[src/rtl/can_filter_pkg.sv]
// register map, field layout and reset values of the acceptance filter block
`default_nettype none
package can_filter_pkg;
	localparam int          NUM_FILTERS     = 16;
	localparam int          NUM_MASKS       = 3;
	localparam int          ADDR_W          = 12;
	// word offsets (byte addresses)
	localparam logic [11:0] OFF_BUF_PTR_0   = 12'h000;
	localparam logic [11:0] OFF_FILTER_EN   = 12'h010;
	localparam logic [11:0] OFF_MASK_SEL_LO = 12'h014;
	localparam logic [11:0] OFF_MASK_SEL_HI = 12'h018;
	localparam logic [11:0] OFF_STATUS      = 12'h01C;
	localparam logic [11:0] OFF_MASK_STD_0  = 12'h040;
	localparam logic [11:0] OFF_MASK_EXT_0  = 12'h060;
	localparam logic [11:0] OFF_FILT_STD_0  = 12'h100;
	localparam logic [11:0] OFF_FILT_EXT_0  = 12'h200;
	localparam logic [15:0] RST_BUF_PTR     = 16'h0000;
	localparam logic [15:0] RST_FILTER_EN   = 16'hFFFF;
	localparam logic [15:0] RST_MASK_SEL    = 16'h0000;
	localparam logic [15:0] RST_ID          = 16'h0000;
	// bits 4 and 2 of the standard id registers are not implemented
	localparam logic [15:0] STD_ID_IMPL     = 16'hFFEB;
	localparam int          STD_LSB         = 5;
	localparam int          TYPE_BIT        = 3;
	localparam logic [3:0]  DEST_FIFO       = 4'hF;
	localparam logic [1:0]  MSEL_RESERVED   = 2'h3;
endpackage : can_filter_pkg
`default_nettype wire

[src/rtl/can_acceptance_filter_routing.sv]
// acceptance filtering and receive buffer routing with an apb register slave
// Overview of operation
// RQ1 - a hit stores the message in buffer 0 to 14 for pointer codes 0000 to 1110 and in the fifo for code 1111.
// RQ2 - destination pointers are packed four per 16-bit register, filter 4k+j at bits 4j+3 to 4j.
// RQ3 - standard id bits 15-5 of a filter must equal the message bits wherever the mask includes them.
// RQ4 - extended bits 17-16 (std register bits 1-0) and 15-0 (ext register) must equal included message bits.
// RQ5 - with the mask type bit set, the filter bit 3 selector picks extended (1) or standard (0) messages only.
// RQ6 - a two-bit mask source per filter picks mask 0, 1 or 2; code 11 is reserved.
// RQ7 - the low mask select register holds filters 0 to 7, filter n at bits 2n+1 to 2n.
// RQ8 - bits 4 and 2 of each standard id register read as zero and ignore writes.
// RQ9 - a mask bit of 1 includes the id bit in the comparison, 0 makes it a don't-care.
// RQ10 - with the mask type bit clear, standard or extended messages are accepted if included bits match.
// RQ11 - only filters whose enable bit is 1 can hit.
// RQ12 - among several hits the lowest-numbered filter decides the destination.
`default_nettype none
module can_acceptance_filter_routing #(
	parameter int NUM_FILTERS = can_filter_pkg::NUM_FILTERS
) (
	input  wire logic        i_sys_clk,
	input  wire logic        i_arst_n,
	input  wire logic        i_psel,
	input  wire logic        i_penable,
	input  wire logic        i_pwrite,
	input  wire logic [11:0] i_paddr,
	input  wire logic [31:0] i_pwdata,
	output logic      [31:0] o_prdata,
	output logic             o_pready,
	output logic             o_pslverr,
	input  wire logic        i_msg_valid,
	input  wire logic        i_msg_ext,
	input  wire logic [10:0] i_msg_std_id,
	input  wire logic [17:0] i_msg_ext_id,
	output logic             o_route_valid,
	output logic             o_route_fifo,
	output logic      [3:0]  o_route_dest,
	output logic      [3:0]  o_route_filter,
	output logic             o_route_reject
);
	localparam int NF = NUM_FILTERS;
	localparam int NM = can_filter_pkg::NUM_MASKS;

	logic [15:0] buf_ptr_reg  [4];
	logic [15:0] filt_std_reg [NF];
	logic [15:0] filt_ext_reg [NF];
	logic [15:0] mask_std_reg [NM];
	logic [15:0] mask_ext_reg [NM];
	logic [15:0] filter_en_reg;
	logic [15:0] mask_sel_lo_reg;
	logic [15:0] mask_sel_hi_reg;
	logic [15:0] hit_count_reg;
	logic [31:0] prdata_next;
	logic        addr_ok_next;
	logic        wr_en;
	logic        access;

	assign access = i_psel && i_penable;
	assign wr_en  = access && i_pwrite && addr_ok_next;

	// index decode used by several address windows
	function automatic logic in_window(input logic [11:0] a, input logic [11:0] base, input int n);
		logic ok;
		ok = (a >= base) && (a < base + 12'(4 * n)) && (a[1:0] == 2'b00);
		return ok;
	endfunction : in_window

	// read mux and address check
	always_comb begin
		logic [11:0] rel;
		rel          = 12'h000;
		prdata_next  = 32'h0000_0000;
		addr_ok_next = 1'b1;
		if (in_window(i_paddr, can_filter_pkg::OFF_BUF_PTR_0, 4)) begin
			rel         = i_paddr - can_filter_pkg::OFF_BUF_PTR_0;
			prdata_next = {16'h0000, buf_ptr_reg[rel[3:2]]};
		end else if (i_paddr == can_filter_pkg::OFF_FILTER_EN) begin
			prdata_next = {16'h0000, filter_en_reg};
		end else if (i_paddr == can_filter_pkg::OFF_MASK_SEL_LO) begin
			prdata_next = {16'h0000, mask_sel_lo_reg};
		end else if (i_paddr == can_filter_pkg::OFF_MASK_SEL_HI) begin
			prdata_next = {16'h0000, mask_sel_hi_reg};
		end else if (i_paddr == can_filter_pkg::OFF_STATUS) begin
			prdata_next = {16'h0000, hit_count_reg};
		end else if (in_window(i_paddr, can_filter_pkg::OFF_MASK_STD_0, NM)) begin
			rel         = i_paddr - can_filter_pkg::OFF_MASK_STD_0;
			prdata_next = {16'h0000, mask_std_reg[rel[3:2]] & can_filter_pkg::STD_ID_IMPL};
		end else if (in_window(i_paddr, can_filter_pkg::OFF_MASK_EXT_0, NM)) begin
			rel         = i_paddr - can_filter_pkg::OFF_MASK_EXT_0;
			prdata_next = {16'h0000, mask_ext_reg[rel[3:2]]};
		end else if (in_window(i_paddr, can_filter_pkg::OFF_FILT_STD_0, NF)) begin
			rel         = i_paddr - can_filter_pkg::OFF_FILT_STD_0;
			prdata_next = {16'h0000, filt_std_reg[rel[5:2]]}; // see RQ8
		end else if (in_window(i_paddr, can_filter_pkg::OFF_FILT_EXT_0, NF)) begin
			rel         = i_paddr - can_filter_pkg::OFF_FILT_EXT_0;
			prdata_next = {16'h0000, filt_ext_reg[rel[5:2]]};
		end else begin
			addr_ok_next = 1'b0;
		end
	end

	// one wait state: answer in the cycle after the access phase starts
	always_ff @(posedge i_sys_clk or negedge i_arst_n) begin
		if (!i_arst_n) begin
			o_pready  <= 1'b0;
			o_pslverr <= 1'b0;
			o_prdata  <= 32'h0000_0000;
		end else begin
			o_pready  <= access && !o_pready;
			o_pslverr <= access && !o_pready && !addr_ok_next;
			o_prdata  <= (access && !o_pready && !i_pwrite) ? prdata_next : 32'h0000_0000;
		end
	end

	// register writes happen on the completing edge only
	// every window base is aligned to its own size, so the low address bits index the arrays directly
	always_ff @(posedge i_sys_clk or negedge i_arst_n) begin
		if (!i_arst_n) begin
			for (int k = 0; k < 4; k++) begin
				buf_ptr_reg[k] <= can_filter_pkg::RST_BUF_PTR;
			end
			for (int k = 0; k < NM; k++) begin
				mask_std_reg[k] <= can_filter_pkg::RST_ID;
				mask_ext_reg[k] <= can_filter_pkg::RST_ID;
			end
			for (int k = 0; k < NF; k++) begin
				filt_std_reg[k] <= can_filter_pkg::RST_ID;
				filt_ext_reg[k] <= can_filter_pkg::RST_ID;
			end
			filter_en_reg   <= can_filter_pkg::RST_FILTER_EN;
			mask_sel_lo_reg <= can_filter_pkg::RST_MASK_SEL;
			mask_sel_hi_reg <= can_filter_pkg::RST_MASK_SEL;
		end else if (wr_en && o_pready) begin
			if (in_window(i_paddr, can_filter_pkg::OFF_BUF_PTR_0, 4)) begin
				buf_ptr_reg[i_paddr[3:2]] <= i_pwdata[15:0]; // see RQ2
			end else if (i_paddr == can_filter_pkg::OFF_FILTER_EN) begin
				filter_en_reg <= i_pwdata[15:0];
			end else if (i_paddr == can_filter_pkg::OFF_MASK_SEL_LO) begin
				mask_sel_lo_reg <= i_pwdata[15:0]; // see RQ7
			end else if (i_paddr == can_filter_pkg::OFF_MASK_SEL_HI) begin
				mask_sel_hi_reg <= i_pwdata[15:0];
			end else if (in_window(i_paddr, can_filter_pkg::OFF_MASK_STD_0, NM)) begin
				mask_std_reg[i_paddr[3:2]] <= i_pwdata[15:0] & can_filter_pkg::STD_ID_IMPL;
			end else if (in_window(i_paddr, can_filter_pkg::OFF_MASK_EXT_0, NM)) begin
				mask_ext_reg[i_paddr[3:2]] <= i_pwdata[15:0];
			end else if (in_window(i_paddr, can_filter_pkg::OFF_FILT_STD_0, NF)) begin
				filt_std_reg[i_paddr[5:2]] <= i_pwdata[15:0] & can_filter_pkg::STD_ID_IMPL; // see RQ8
			end else if (in_window(i_paddr, can_filter_pkg::OFF_FILT_EXT_0, NF)) begin
				filt_ext_reg[i_paddr[5:2]] <= i_pwdata[15:0];
			end
		end
	end

	// per-filter comparison
	logic [NF-1:0] hit;
	logic [31:0]   mask_sel_all;
	logic [15:0]   msg_std_word;
	assign mask_sel_all = {mask_sel_hi_reg, mask_sel_lo_reg};
	assign msg_std_word = {i_msg_std_id, 3'b000, i_msg_ext_id[17:16]};

	generate
		for (genvar f = 0; f < NF; f++) begin : g_filter
			logic [1:0]  msel;
			logic [15:0] m_std;
			logic [15:0] m_ext;
			logic        id_ok;
			logic        type_ok;
			logic [15:0] cmp_std;
			assign msel = mask_sel_all[2*f +: 2]; // see RQ7
			// reserved code 11 falls back to mask 0, a plain choice
			assign m_std = (msel == 2'b01) ? mask_std_reg[1] :
				(msel == 2'b10) ? mask_std_reg[2] : mask_std_reg[0]; // see RQ6
			assign m_ext = (msel == 2'b01) ? mask_ext_reg[1] :
				(msel == 2'b10) ? mask_ext_reg[2] : mask_ext_reg[0]; // see RQ6
			// only id bits take part; bits 4..2 are excluded from the std compare
			assign cmp_std = can_filter_pkg::STD_ID_IMPL & ~16'h0008;
			// extended bits only count for extended messages
			assign id_ok = ((((msg_std_word ^ filt_std_reg[f]) & m_std) & cmp_std &
				(i_msg_ext ? 16'hFFFF : 16'hFFE0)) == 16'h0000) && // see RQ3 RQ9
				(!i_msg_ext || (((i_msg_ext_id[15:0] ^ filt_ext_reg[f]) & m_ext) == 16'h0000)); // see RQ4
			assign type_ok = !m_std[can_filter_pkg::TYPE_BIT] ||
				(filt_std_reg[f][can_filter_pkg::TYPE_BIT] == i_msg_ext); // see RQ5 RQ10
			assign hit[f] = filter_en_reg[f] && id_ok && type_ok; // see RQ11
		end
	endgenerate

	// lowest-numbered hit wins
	logic       any_hit;
	logic [3:0] win_idx;
	always_comb begin
		any_hit = 1'b0;
		win_idx = 4'h0;
		for (int k = NF - 1; k >= 0; k--) begin
			if (hit[k]) begin
				any_hit = 1'b1; // see RQ12
				win_idx = 4'(k);
			end
		end
	end

	logic [3:0] win_dest;
	assign win_dest = buf_ptr_reg[win_idx[3:2]][4*win_idx[1:0] +: 4]; // see RQ2

	always_ff @(posedge i_sys_clk or negedge i_arst_n) begin
		if (!i_arst_n) begin
			o_route_valid  <= 1'b0;
			o_route_fifo   <= 1'b0;
			o_route_dest   <= 4'h0;
			o_route_filter <= 4'h0;
			o_route_reject <= 1'b0;
		end else begin
			o_route_valid  <= i_msg_valid && any_hit;
			o_route_reject <= i_msg_valid && !any_hit;
			o_route_fifo   <= i_msg_valid && any_hit && (win_dest == can_filter_pkg::DEST_FIFO); // see RQ1
			o_route_dest   <= (i_msg_valid && any_hit) ? win_dest : 4'h0; // see RQ1
			o_route_filter <= (i_msg_valid && any_hit) ? win_idx : 4'h0;
		end
	end

	always_ff @(posedge i_sys_clk or negedge i_arst_n) begin
		if (!i_arst_n) begin
			hit_count_reg <= 16'h0000;
		end else if (i_msg_valid && any_hit) begin
			hit_count_reg <= hit_count_reg + 16'h0001;
		end
	end

	a_disabled_no_hit: assert property (@(posedge i_sys_clk) disable iff (!i_arst_n)
		(i_msg_valid && filter_en_reg == 16'h0000) |=> !o_route_valid && o_route_reject) // see RQ11
		else $error("hit with all filters disabled");
	a_fifo_code_route: assert property (@(posedge i_sys_clk) disable iff (!i_arst_n)
		o_route_valid |-> (o_route_fifo == (o_route_dest == can_filter_pkg::DEST_FIFO))) // see RQ1
		else $error("fifo flag disagrees with pointer");
	a_lowest_filter_wins: assert property (@(posedge i_sys_clk) disable iff (!i_arst_n)
		(i_msg_valid && hit[0]) |=> o_route_valid && o_route_filter == 4'h0) // see RQ12
		else $error("filter 0 hit not chosen");
	a_dest_from_pointer: assert property (@(posedge i_sys_clk) disable iff (!i_arst_n)
		(i_msg_valid && hit[0]) |=> o_route_dest == $past(buf_ptr_reg[0][3:0])) // see RQ2
		else $error("destination not from pointer");
	a_std_unimpl_zero: assert property (@(posedge i_sys_clk) disable iff (!i_arst_n)
		(filt_std_reg[0][4] == 1'b0) && (filt_std_reg[0][2] == 1'b0)) // see RQ8
		else $error("unimplemented std bits set");
	a_type_gate: assert property (@(posedge i_sys_clk) disable iff (!i_arst_n)
		(i_msg_valid && mask_std_reg[0][3] && mask_sel_lo_reg[1:0] == 2'b00 &&
		filt_std_reg[0][3] != i_msg_ext) |-> !hit[0]) // see RQ5
		else $error("type selector ignored");
	a_std_id_mismatch: assert property (@(posedge i_sys_clk) disable iff (!i_arst_n)
		(mask_sel_lo_reg[1:0] == 2'b00 && mask_std_reg[0][15] &&
		filt_std_reg[0][15] != i_msg_std_id[10]) |-> !hit[0]) // see RQ3
		else $error("included std bit mismatch hit");
	a_ext_id_mismatch: assert property (@(posedge i_sys_clk) disable iff (!i_arst_n)
		(i_msg_ext && mask_sel_lo_reg[1:0] == 2'b01 && mask_ext_reg[1][0] &&
		filt_ext_reg[0][0] != i_msg_ext_id[0]) |-> !hit[0]) // see RQ4
		else $error("included ext bit mismatch hit");
	a_dont_care_all: assert property (@(posedge i_sys_clk) disable iff (!i_arst_n)
		(i_msg_valid && filter_en_reg[0] && mask_sel_lo_reg[1:0] == 2'b10 &&
		mask_std_reg[2] == 16'h0000 && mask_ext_reg[2] == 16'h0000) |=> o_route_valid) // see RQ9 RQ10 RQ6
		else $error("zero mask did not accept");
	c_route_buffer: cover property (@(posedge i_sys_clk) o_route_valid && !o_route_fifo);
	c_route_fifo:   cover property (@(posedge i_sys_clk) o_route_fifo);
	c_reject:       cover property (@(posedge i_sys_clk) o_route_reject);
	c_multi_hit:    cover property (@(posedge i_sys_clk) i_msg_valid && hit[0] && hit[1]);
	c_ext_accept:   cover property (@(posedge i_sys_clk) i_msg_valid && i_msg_ext && any_hit);
	// bus answer: one pulse per access, error only with it
	a_pready_single_pulse: assert property (@(posedge i_sys_clk) disable iff (!i_arst_n)
		o_pready |=> !o_pready)
		else $error("ready held for more than one cycle");
	a_error_with_ready: assert property (@(posedge i_sys_clk) disable iff (!i_arst_n)
		o_pslverr |-> o_pready)
		else $error("error without ready");
	a_read_upper_zero: assert property (@(posedge i_sys_clk) disable iff (!i_arst_n)
		o_pready |-> (o_prdata[31:16] == 16'h0000))
		else $error("upper read half not zero");
	a_enable_write_only: assert property (@(posedge i_sys_clk) disable iff (!i_arst_n)
		(filter_en_reg != $past(filter_en_reg)) |->
		$past(o_pready && i_pwrite && i_paddr == can_filter_pkg::OFF_FILTER_EN)) // see RQ11
		else $error("filter enables changed without a write");
	// routing answers: exactly one of accept or reject, one cycle after the message
	a_accept_reject_excl: assert property (@(posedge i_sys_clk) disable iff (!i_arst_n)
		!(o_route_valid && o_route_reject)) // see RQ11
		else $error("accept and reject together");
	a_message_answered: assert property (@(posedge i_sys_clk) disable iff (!i_arst_n)
		i_msg_valid |=> (o_route_valid || o_route_reject)) // see RQ11
		else $error("message not answered");
	a_idle_quiet: assert property (@(posedge i_sys_clk) disable iff (!i_arst_n)
		!i_msg_valid |=> (!o_route_valid && !o_route_reject))
		else $error("route answer without message");
	a_idle_fields_zero: assert property (@(posedge i_sys_clk) disable iff (!i_arst_n)
		!o_route_valid |-> (o_route_dest == 4'h0 && o_route_filter == 4'h0 && !o_route_fifo)) // see RQ1
		else $error("route fields set without accept");
	a_hit_counter_step: assert property (@(posedge i_sys_clk) disable iff (!i_arst_n)
		(i_msg_valid && any_hit) |=> (hit_count_reg == $past(hit_count_reg) + 16'h0001))
		else $error("hit counter did not advance");
	a_mask_unimpl_zero: assert property (@(posedge i_sys_clk) disable iff (!i_arst_n)
		(mask_std_reg[0][4] == 1'b0) && (mask_std_reg[0][2] == 1'b0)) // see RQ8
		else $error("unimplemented mask bits set");
	// per-filter checks: held bits and the enable gate
	generate
		for (genvar f = 0; f < NF; f++) begin : g_filter_chk
			a_filter_bits_zero: assert property (@(posedge i_sys_clk) disable iff (!i_arst_n)
				(filt_std_reg[f][4] == 1'b0) && (filt_std_reg[f][2] == 1'b0)) // see RQ8
				else $error("unimplemented filter bits set");
			a_hit_needs_enable: assert property (@(posedge i_sys_clk) disable iff (!i_arst_n)
				hit[f] |-> filter_en_reg[f]) // see RQ11
				else $error("disabled filter hit");
		end
	endgenerate
endmodule : can_acceptance_filter_routing
`default_nettype wire

[config.mk]
export PLATFORM = sky130hd
export DESIGN_NAME = can_acceptance_filter_routing
export DESIGN_NICKNAME = d
export VERILOG_FILES = /design/src/rtl/can_filter_pkg.sv /design/src/rtl/can_acceptance_filter_routing.sv
export SDC_FILE = /design/constraint.sdc
export NUM_CORES = 2
export LEC_CHECK = 0
export BUFFER_PORTS_ARGS = -buffer_cell sky130_fd_sc_hd__buf_2
export CORE_MARGIN = 1.5
export CORE_UTILIZATION = 55
export DETAILED_ROUTE_END_ITERATION = 6
export PLACE_DENSITY_LB_ADDON = 0.08
export SETUP_SLACK_MARGIN = 0.05
export SYNTH_ARGS = -nofsm -noshare
export SYNTH_HDL_FRONTEND = slang
export SYNTH_SLANG_ARGS = --single-unit
[constraint.sdc]
create_clock -name i_sys_clk -period 4.3 [get_ports i_sys_clk]
set_clock_uncertainty 0.05 [all_clocks]
set_input_delay 0.43 -clock i_sys_clk [delete_from_list [all_inputs] [get_ports i_sys_clk]]
set_output_delay 0.43 -clock i_sys_clk [all_outputs]
set_load 0.05 [all_outputs]
==> results of run 1 <==
timing repair:
| action | in CTS |
|---|---|
| resized for setup | 163 |
| gates cloned | 4 |
| pin swaps | 43 |
| buffers inserted | 34 |
| endpoints found under the setup margin | 25 |
| hold buffers | 1 |
| endpoints found under the hold margin | 83 |
metal layers:
layer | overflow | global-route usage
met1 | 1 | 0.754
met2 | 18 | 0.921
met3 | 0 | 0.545
met4 | 18 | 0.751
met5 | 0 | 0.211
cells by family after synthesis:
kind of cell	count (synthesis)
and+or+nand+nor	551
buffers and inverters	580
DFF	727
other	1
adders and majority gates	1
xor gates and xnor gates	515
muxes	966
AOI/OAI and AO/OA	1035
per-stage QoR:
stage	worst slack (ns)	util	area (um^2)	instances
floorplan	0.511	-	49600	4391
global placement	-0.800	0.662	58800	6200
detailed placement	-0.849	0.662	58800	6200
CTS	-0.137	0.707	62800	6383
cells in the mapped netlist (50+ instances only):
master	n	share of area
o221ai_1	178	0.031
clkbuf_1	316	0.024
nand4_1	53	0.0067
a22oi_1	96	0.015
buf_1	50	0.0038
nor2_1	93	0.0071
mux4_2	166	0.076
nand2_1	150	0.011
o22ai_1	85	0.011
buf_2	131	0.013
mux2_2	665	0.15
mux2i_1	133	0.027
o21ai_0	119	0.012
dfrtp_1	711	0.36
o221a_2	174	0.040
xor2_1	478	0.085
==> qor_table.md, run 1 <==
| Metric | Value |
|---|---|
| Overall fraction of global-route tracks in use | 0.740 |
| Number of enable flip-flop cells after synthesis | 0 |
| Hpwl dp | 221000 um |
| Sequential area share after synthesis | 0.368 |
| Multiplexer share of the synthesized area | 0.254 |
| Run status | stopped before the end |
| Buffer cell driving the clock tree root | clkbuf_16 |
| Clock Tree Buf Depth | 3 |
| Post-synthesis cell count | 4376 |
| Global placer's final weighted congestion | 1.23 |
| WEP type | register data pin |
| Combinational family with the most area after synthesis | multiplexers |
| Netlist cell types | 98 |
| Starting Density | 0.558 |
| GRT Residual Overflow | 37 |
| Ys flop type | dfrtp_1 |
| Post-synthesis register bit count | 727 |
| Synthesized-area fraction occupied by adder cells | 0.000253 |
| First error | [ERROR GRT-0232] Routing congestion too high. Check the congestion heatmap in the GUI. |
| Ports | 125 |
| XOR/XNOR Fraction of Synth Area | 0.0911 |
| Placement row count | 109 |
| Post-synthesis async set-or-reset flop share | 1.00 |
| Clock buffers created by TritonCTS | 80 |
| Maximum number of pins on one net before global-route repair | 112 |
| CTS H-tree depth | 3 |
| Simple-gate share of the synthesized area | 0.0607 |
| Last stage reached | global routing (5_1_grt) |
| Vertical die dimension | 303 um |
| Count of buffers from port buffering | 92 |
| Synthesis Warnings | 0 |
| Post-Syn Area per Cell | 11.3 um^2 |
| Worst endpoint, post-GRT repair | o_route_fifo$_DFF_PN0_/D |
| Combined area of all synthesized cells | 0.0495 mm^2 |
| Die X-Extent | 303 um |
| CTS sink cnt | 727 |
| Compound-Gate Fraction of Synth Area | 0.175 |
==> run 2: changes to the inputs <==
CORE_UTILIZATION = 40   (was 55)
PLACE_DENSITY_LB_ADDON = 0.15   (was 0.08)
SETUP_SLACK_MARGIN = unset   (was 0.05)
==> qor_table.md, run 2 <==
| Metric | Value |
|---|---|
| First-pass GRT wire length | 417000 um |
| Final Hold Fails | 0 |
| Overall die area | 0.126 mm^2 |
| Die X-Extent | 355 um |
| Worst setup endpoint | o_route_fifo |
| Routed Antenna Nets | 0 |
| Number of enable flip-flop cells after synthesis | 0 |
| Routed wirelength normalized by instance count | 45.6 um |
| Starting DRC count in detailed routing | 6750 |
| Pre-CTS setup slack | -0.935 ns |
| Setup slack on the worst flop-to-flop path | -0.23 ns |
| Power density relative to cell area | 263 mW/mm^2 |
| Leakage power figure | 29.8 nW |
| Failing checks | setup timing |
| Clock edge transition at the registers on the reported setup and hold paths | 0.06 ns |
| Area Overhead vs Synth | 29.8% |
| Antenna violations before repair | 34 |
| Fraction of post-synthesis cell area in the top cell type by area | 0.359 |
| Dominant cells by area after synthesis | dfrtp_1 (36%), mux2_2 (15%), xor2_1 (8.5%) |
| Launching point of the worst reg2reg path | mask_sel_hi_reg[6] |
| CP startpoint | mask_sel_hi_reg[6] |
| Clock Tree Buf Depth | 3 |
| Vertical die dimension | 355 um |
| Number of global-route vias before repair | 45800 |
| Final max-slew violation count | 0 |
| Largest register FFs | 256 |
| Total routed wirelength | 313000 um |
| Shortest clock period the worst path allows after layout | 4.53 ns |
| Final worst-path cycle share | 1.05 |
| Worst-case setup margin in the final layout | -0.232 ns |
| Post-detailed-route DRC marker count | 0 |
| Cell taking the most area after synthesis | dfrtp_1 |
| Netlist cell types | 98 |
| Synthesis Warnings | 0 |
| GRT Residual Overflow | 0 |
| TritonCTS clock tree | built |
| Worst r2r path cells | 15 |
| VDD IR max | 0.374 mV |
| Buffer cell driving the clock tree root | clkbuf_16 |
| Sequential area share after synthesis | 0.368 |
| Placement row count | 128 |
| Starting Density | 0.405 |
| Number of failing setup endpoints in the final timing report | 5 |
| Commonest non-fill, non-tap cells in the layout | buf_4 (989), dfrtp_1 (704), mux2_2 (663), xor2_1 (476) |
| Worst min-delay path class | in -> reg |
| Layout cell share with drive strength beyond 1 | 0.503 |
| Placed Cells incl. Taps | 6691 |
| CP arrival | 5.10 ns |
| Max Fanout on Critical Path | 15 |
| Worst path max stage delay | 0.54 ns |
| Run status | finished, violations left |
| Detailed-route vias per instance | 6.90 |
| Post-synthesis cell count | 4376 |
| Ports | 125 |
| Startpoint type of the worst setup path | register |
| CP max-delay cell | or4_1 |
| CTS H-tree depth | 3 |
| Routed via count | 47500 |
| Highest achievable clock rate | 221 MHz |
| Filler Cell Count | 10900 |
| Overall fraction of global-route tracks in use | 0.490 |
| Placeable core region | 0.122 mm^2 |
| Hpwl dp | 243000 um |
| Most common cell after layout, fill and taps aside | buf_4 |
| Length of the first detailed-routing pass in iterations | 5 |
| Post-synthesis register bit count | 727 |
| CTS sink cnt | 727 |
| Endpoint of the worst register-to-register path | o_route_fifo |
| Final layout net count | 5255 |
| Ys flop type | dfrtp_1 |
| RSZ-0062 raised after global routing | yes |
| Combined area of all synthesized cells | 0.0495 mm^2 |
| Worst path cell trace | nand2b_2 > buf_12 > o221a_2 > or4_1 > o31ai_4 > and4b_1 > nand2_1 > buf_4 > o21ai_1 > a311oi_2 > buf_4 > or2_4 > a2111o_1 > a31oi_4 > nor4b_4 |
| Final TNS setup | -0.477 ns |
| Most frequent cell after synthesis | dfrtp_1 |
| Post-synthesis async set-or-reset flop share | 1.00 |
| Global placer's final weighted congestion | 1.14 |
| Post-Syn Area per Cell | 11.3 um^2 |
| Leading post-synthesis cells by instance count | dfrtp_1 (711), mux2_2 (665), xor2_1 (478), clkbuf_1 (316), o221ai_1 (178) |
| Maximum number of pins on one net before global-route repair | 102 |
| Placed inst area | 0.0598 mm^2 |
| CP dominant cell by count | buf_4 |
| MaxCap Viol Count | 0 |
| Max transition margin | 0.140 |
| Element type at the critical path end | register |
| Hold WS | 0.215 ns |
| Required time at the endpoint of the critical path | 4.87 ns |
| Count of buffers from port buffering | 92 |
| Type of the worst setup path | reg -> reg |
| Clock buffers created by TritonCTS | 86 |
| Later-pin clock latency in the skew report | 0.72 ns |
| Post-Layout Cell Count | 6875 |
| Post-route cell area | 0.0643 mm^2 |
| Transition at the pin with the smallest max-transition slack | 1.29 ns |
## run 2: cell counts after synthesis
No cell type changed its count.
## run 2: through the flow
stage / total power [mW] / util
after floorplan: 7.94 / -
after CTS: 16.9 / 0.521
final: 16.9 / 0.525
after global routing: 17.3 / 0.525
after global placement: 9.11 / 0.488
after detailed placement: 9.11 / 0.488
## run 2: cell type report
class                   instances  area, um^2  area share
diodes                          6        15.0    0.000234
clock buffers                 119        2490      0.0387
clock inverters                39         475     0.00740
inverters                      47         176     0.00275
multi-input cells            3084       30200       0.470
flip-flops and latches        727       18200       0.284
well taps                    1625        2030      0.0316
repair buffers               1228       10600       0.165
## run 2: per-layer routing
| metal | track usage | part of all wire | wire length (um) | up-vias |
|---|---|---|---|---|
| li1 | - | - | - | 18500 |
| met1 | 0.599 | 0.37 | 117000 | 24600 |
| met2 | 0.730 | 0.43 | 134000 | 3272 |
| met3 | 0.127 | 0.095 | 29700 | 1061 |
| met4 | 0.399 | 0.10 | 32200 | 24 |
| met5 | 0.00981 | 0.00098 | 308 | - |
## run 2: cells by family after synthesis
kind of cell / after synthesis / synth area share
AO/OA/AOI/OAI: 1035 / 0.175
multiplexers: 966 / 0.254
flip-flops: 727 / 0.368
buffers and inverters: 580 / 0.0511
AND/OR/NAND/NOR: 551 / 0.0607
XOR/XNOR: 515 / 0.0911
adder cells (fa/ha/maj): 1 / 0.000253
other: 1 / 0.0000758
## run 2: report_power, final
part,internal (mW),switching (mW),total (mW)
combinational,0.757,1.46,2.22
clock,4.50,3.26,7.76
sequential,6.88,0.0478,6.93
## run 2: critical path: cells and delay by family (launching register included)
kind	cells	cell delay, ns
DFF	1	0.45
buffers and inverters	3	0.54
and+or+nand+nor	6	1.80
AOI/OAI and AO/OA	6	1.59
## run 2: worst min-delay path by stage
stage / startpoint / endpoint / depth (start not counted) / slack [ns]
finish: i_pwdata[2] / filter_en_reg[2] / 3 / 0.21
global route: i_paddr[4] / o_prdata[15] / 4 / 0.22
CTS: i_pwdata[2] / filter_en_reg[2] / 3 / 0.16
detailed placement: hit_count_reg[15] / hit_count_reg[15] / 1 / 0.43
global placement: hit_count_reg[15] / hit_count_reg[15] / 1 / 0.43
floorplan: i_arst_n / buf_ptr_reg[0] / 0 / 0.08
## run 2: timing repair
item	4_1_cts	5_1_grt
gates cloned	1	0
hold endpoints to repair	54	0
hold buffers	4	0
buffers inserted	9	7
pin swaps	34	34
endpoints found under the setup margin	25	17
resized for setup	160	82
(Power assumes the default switching activity.)
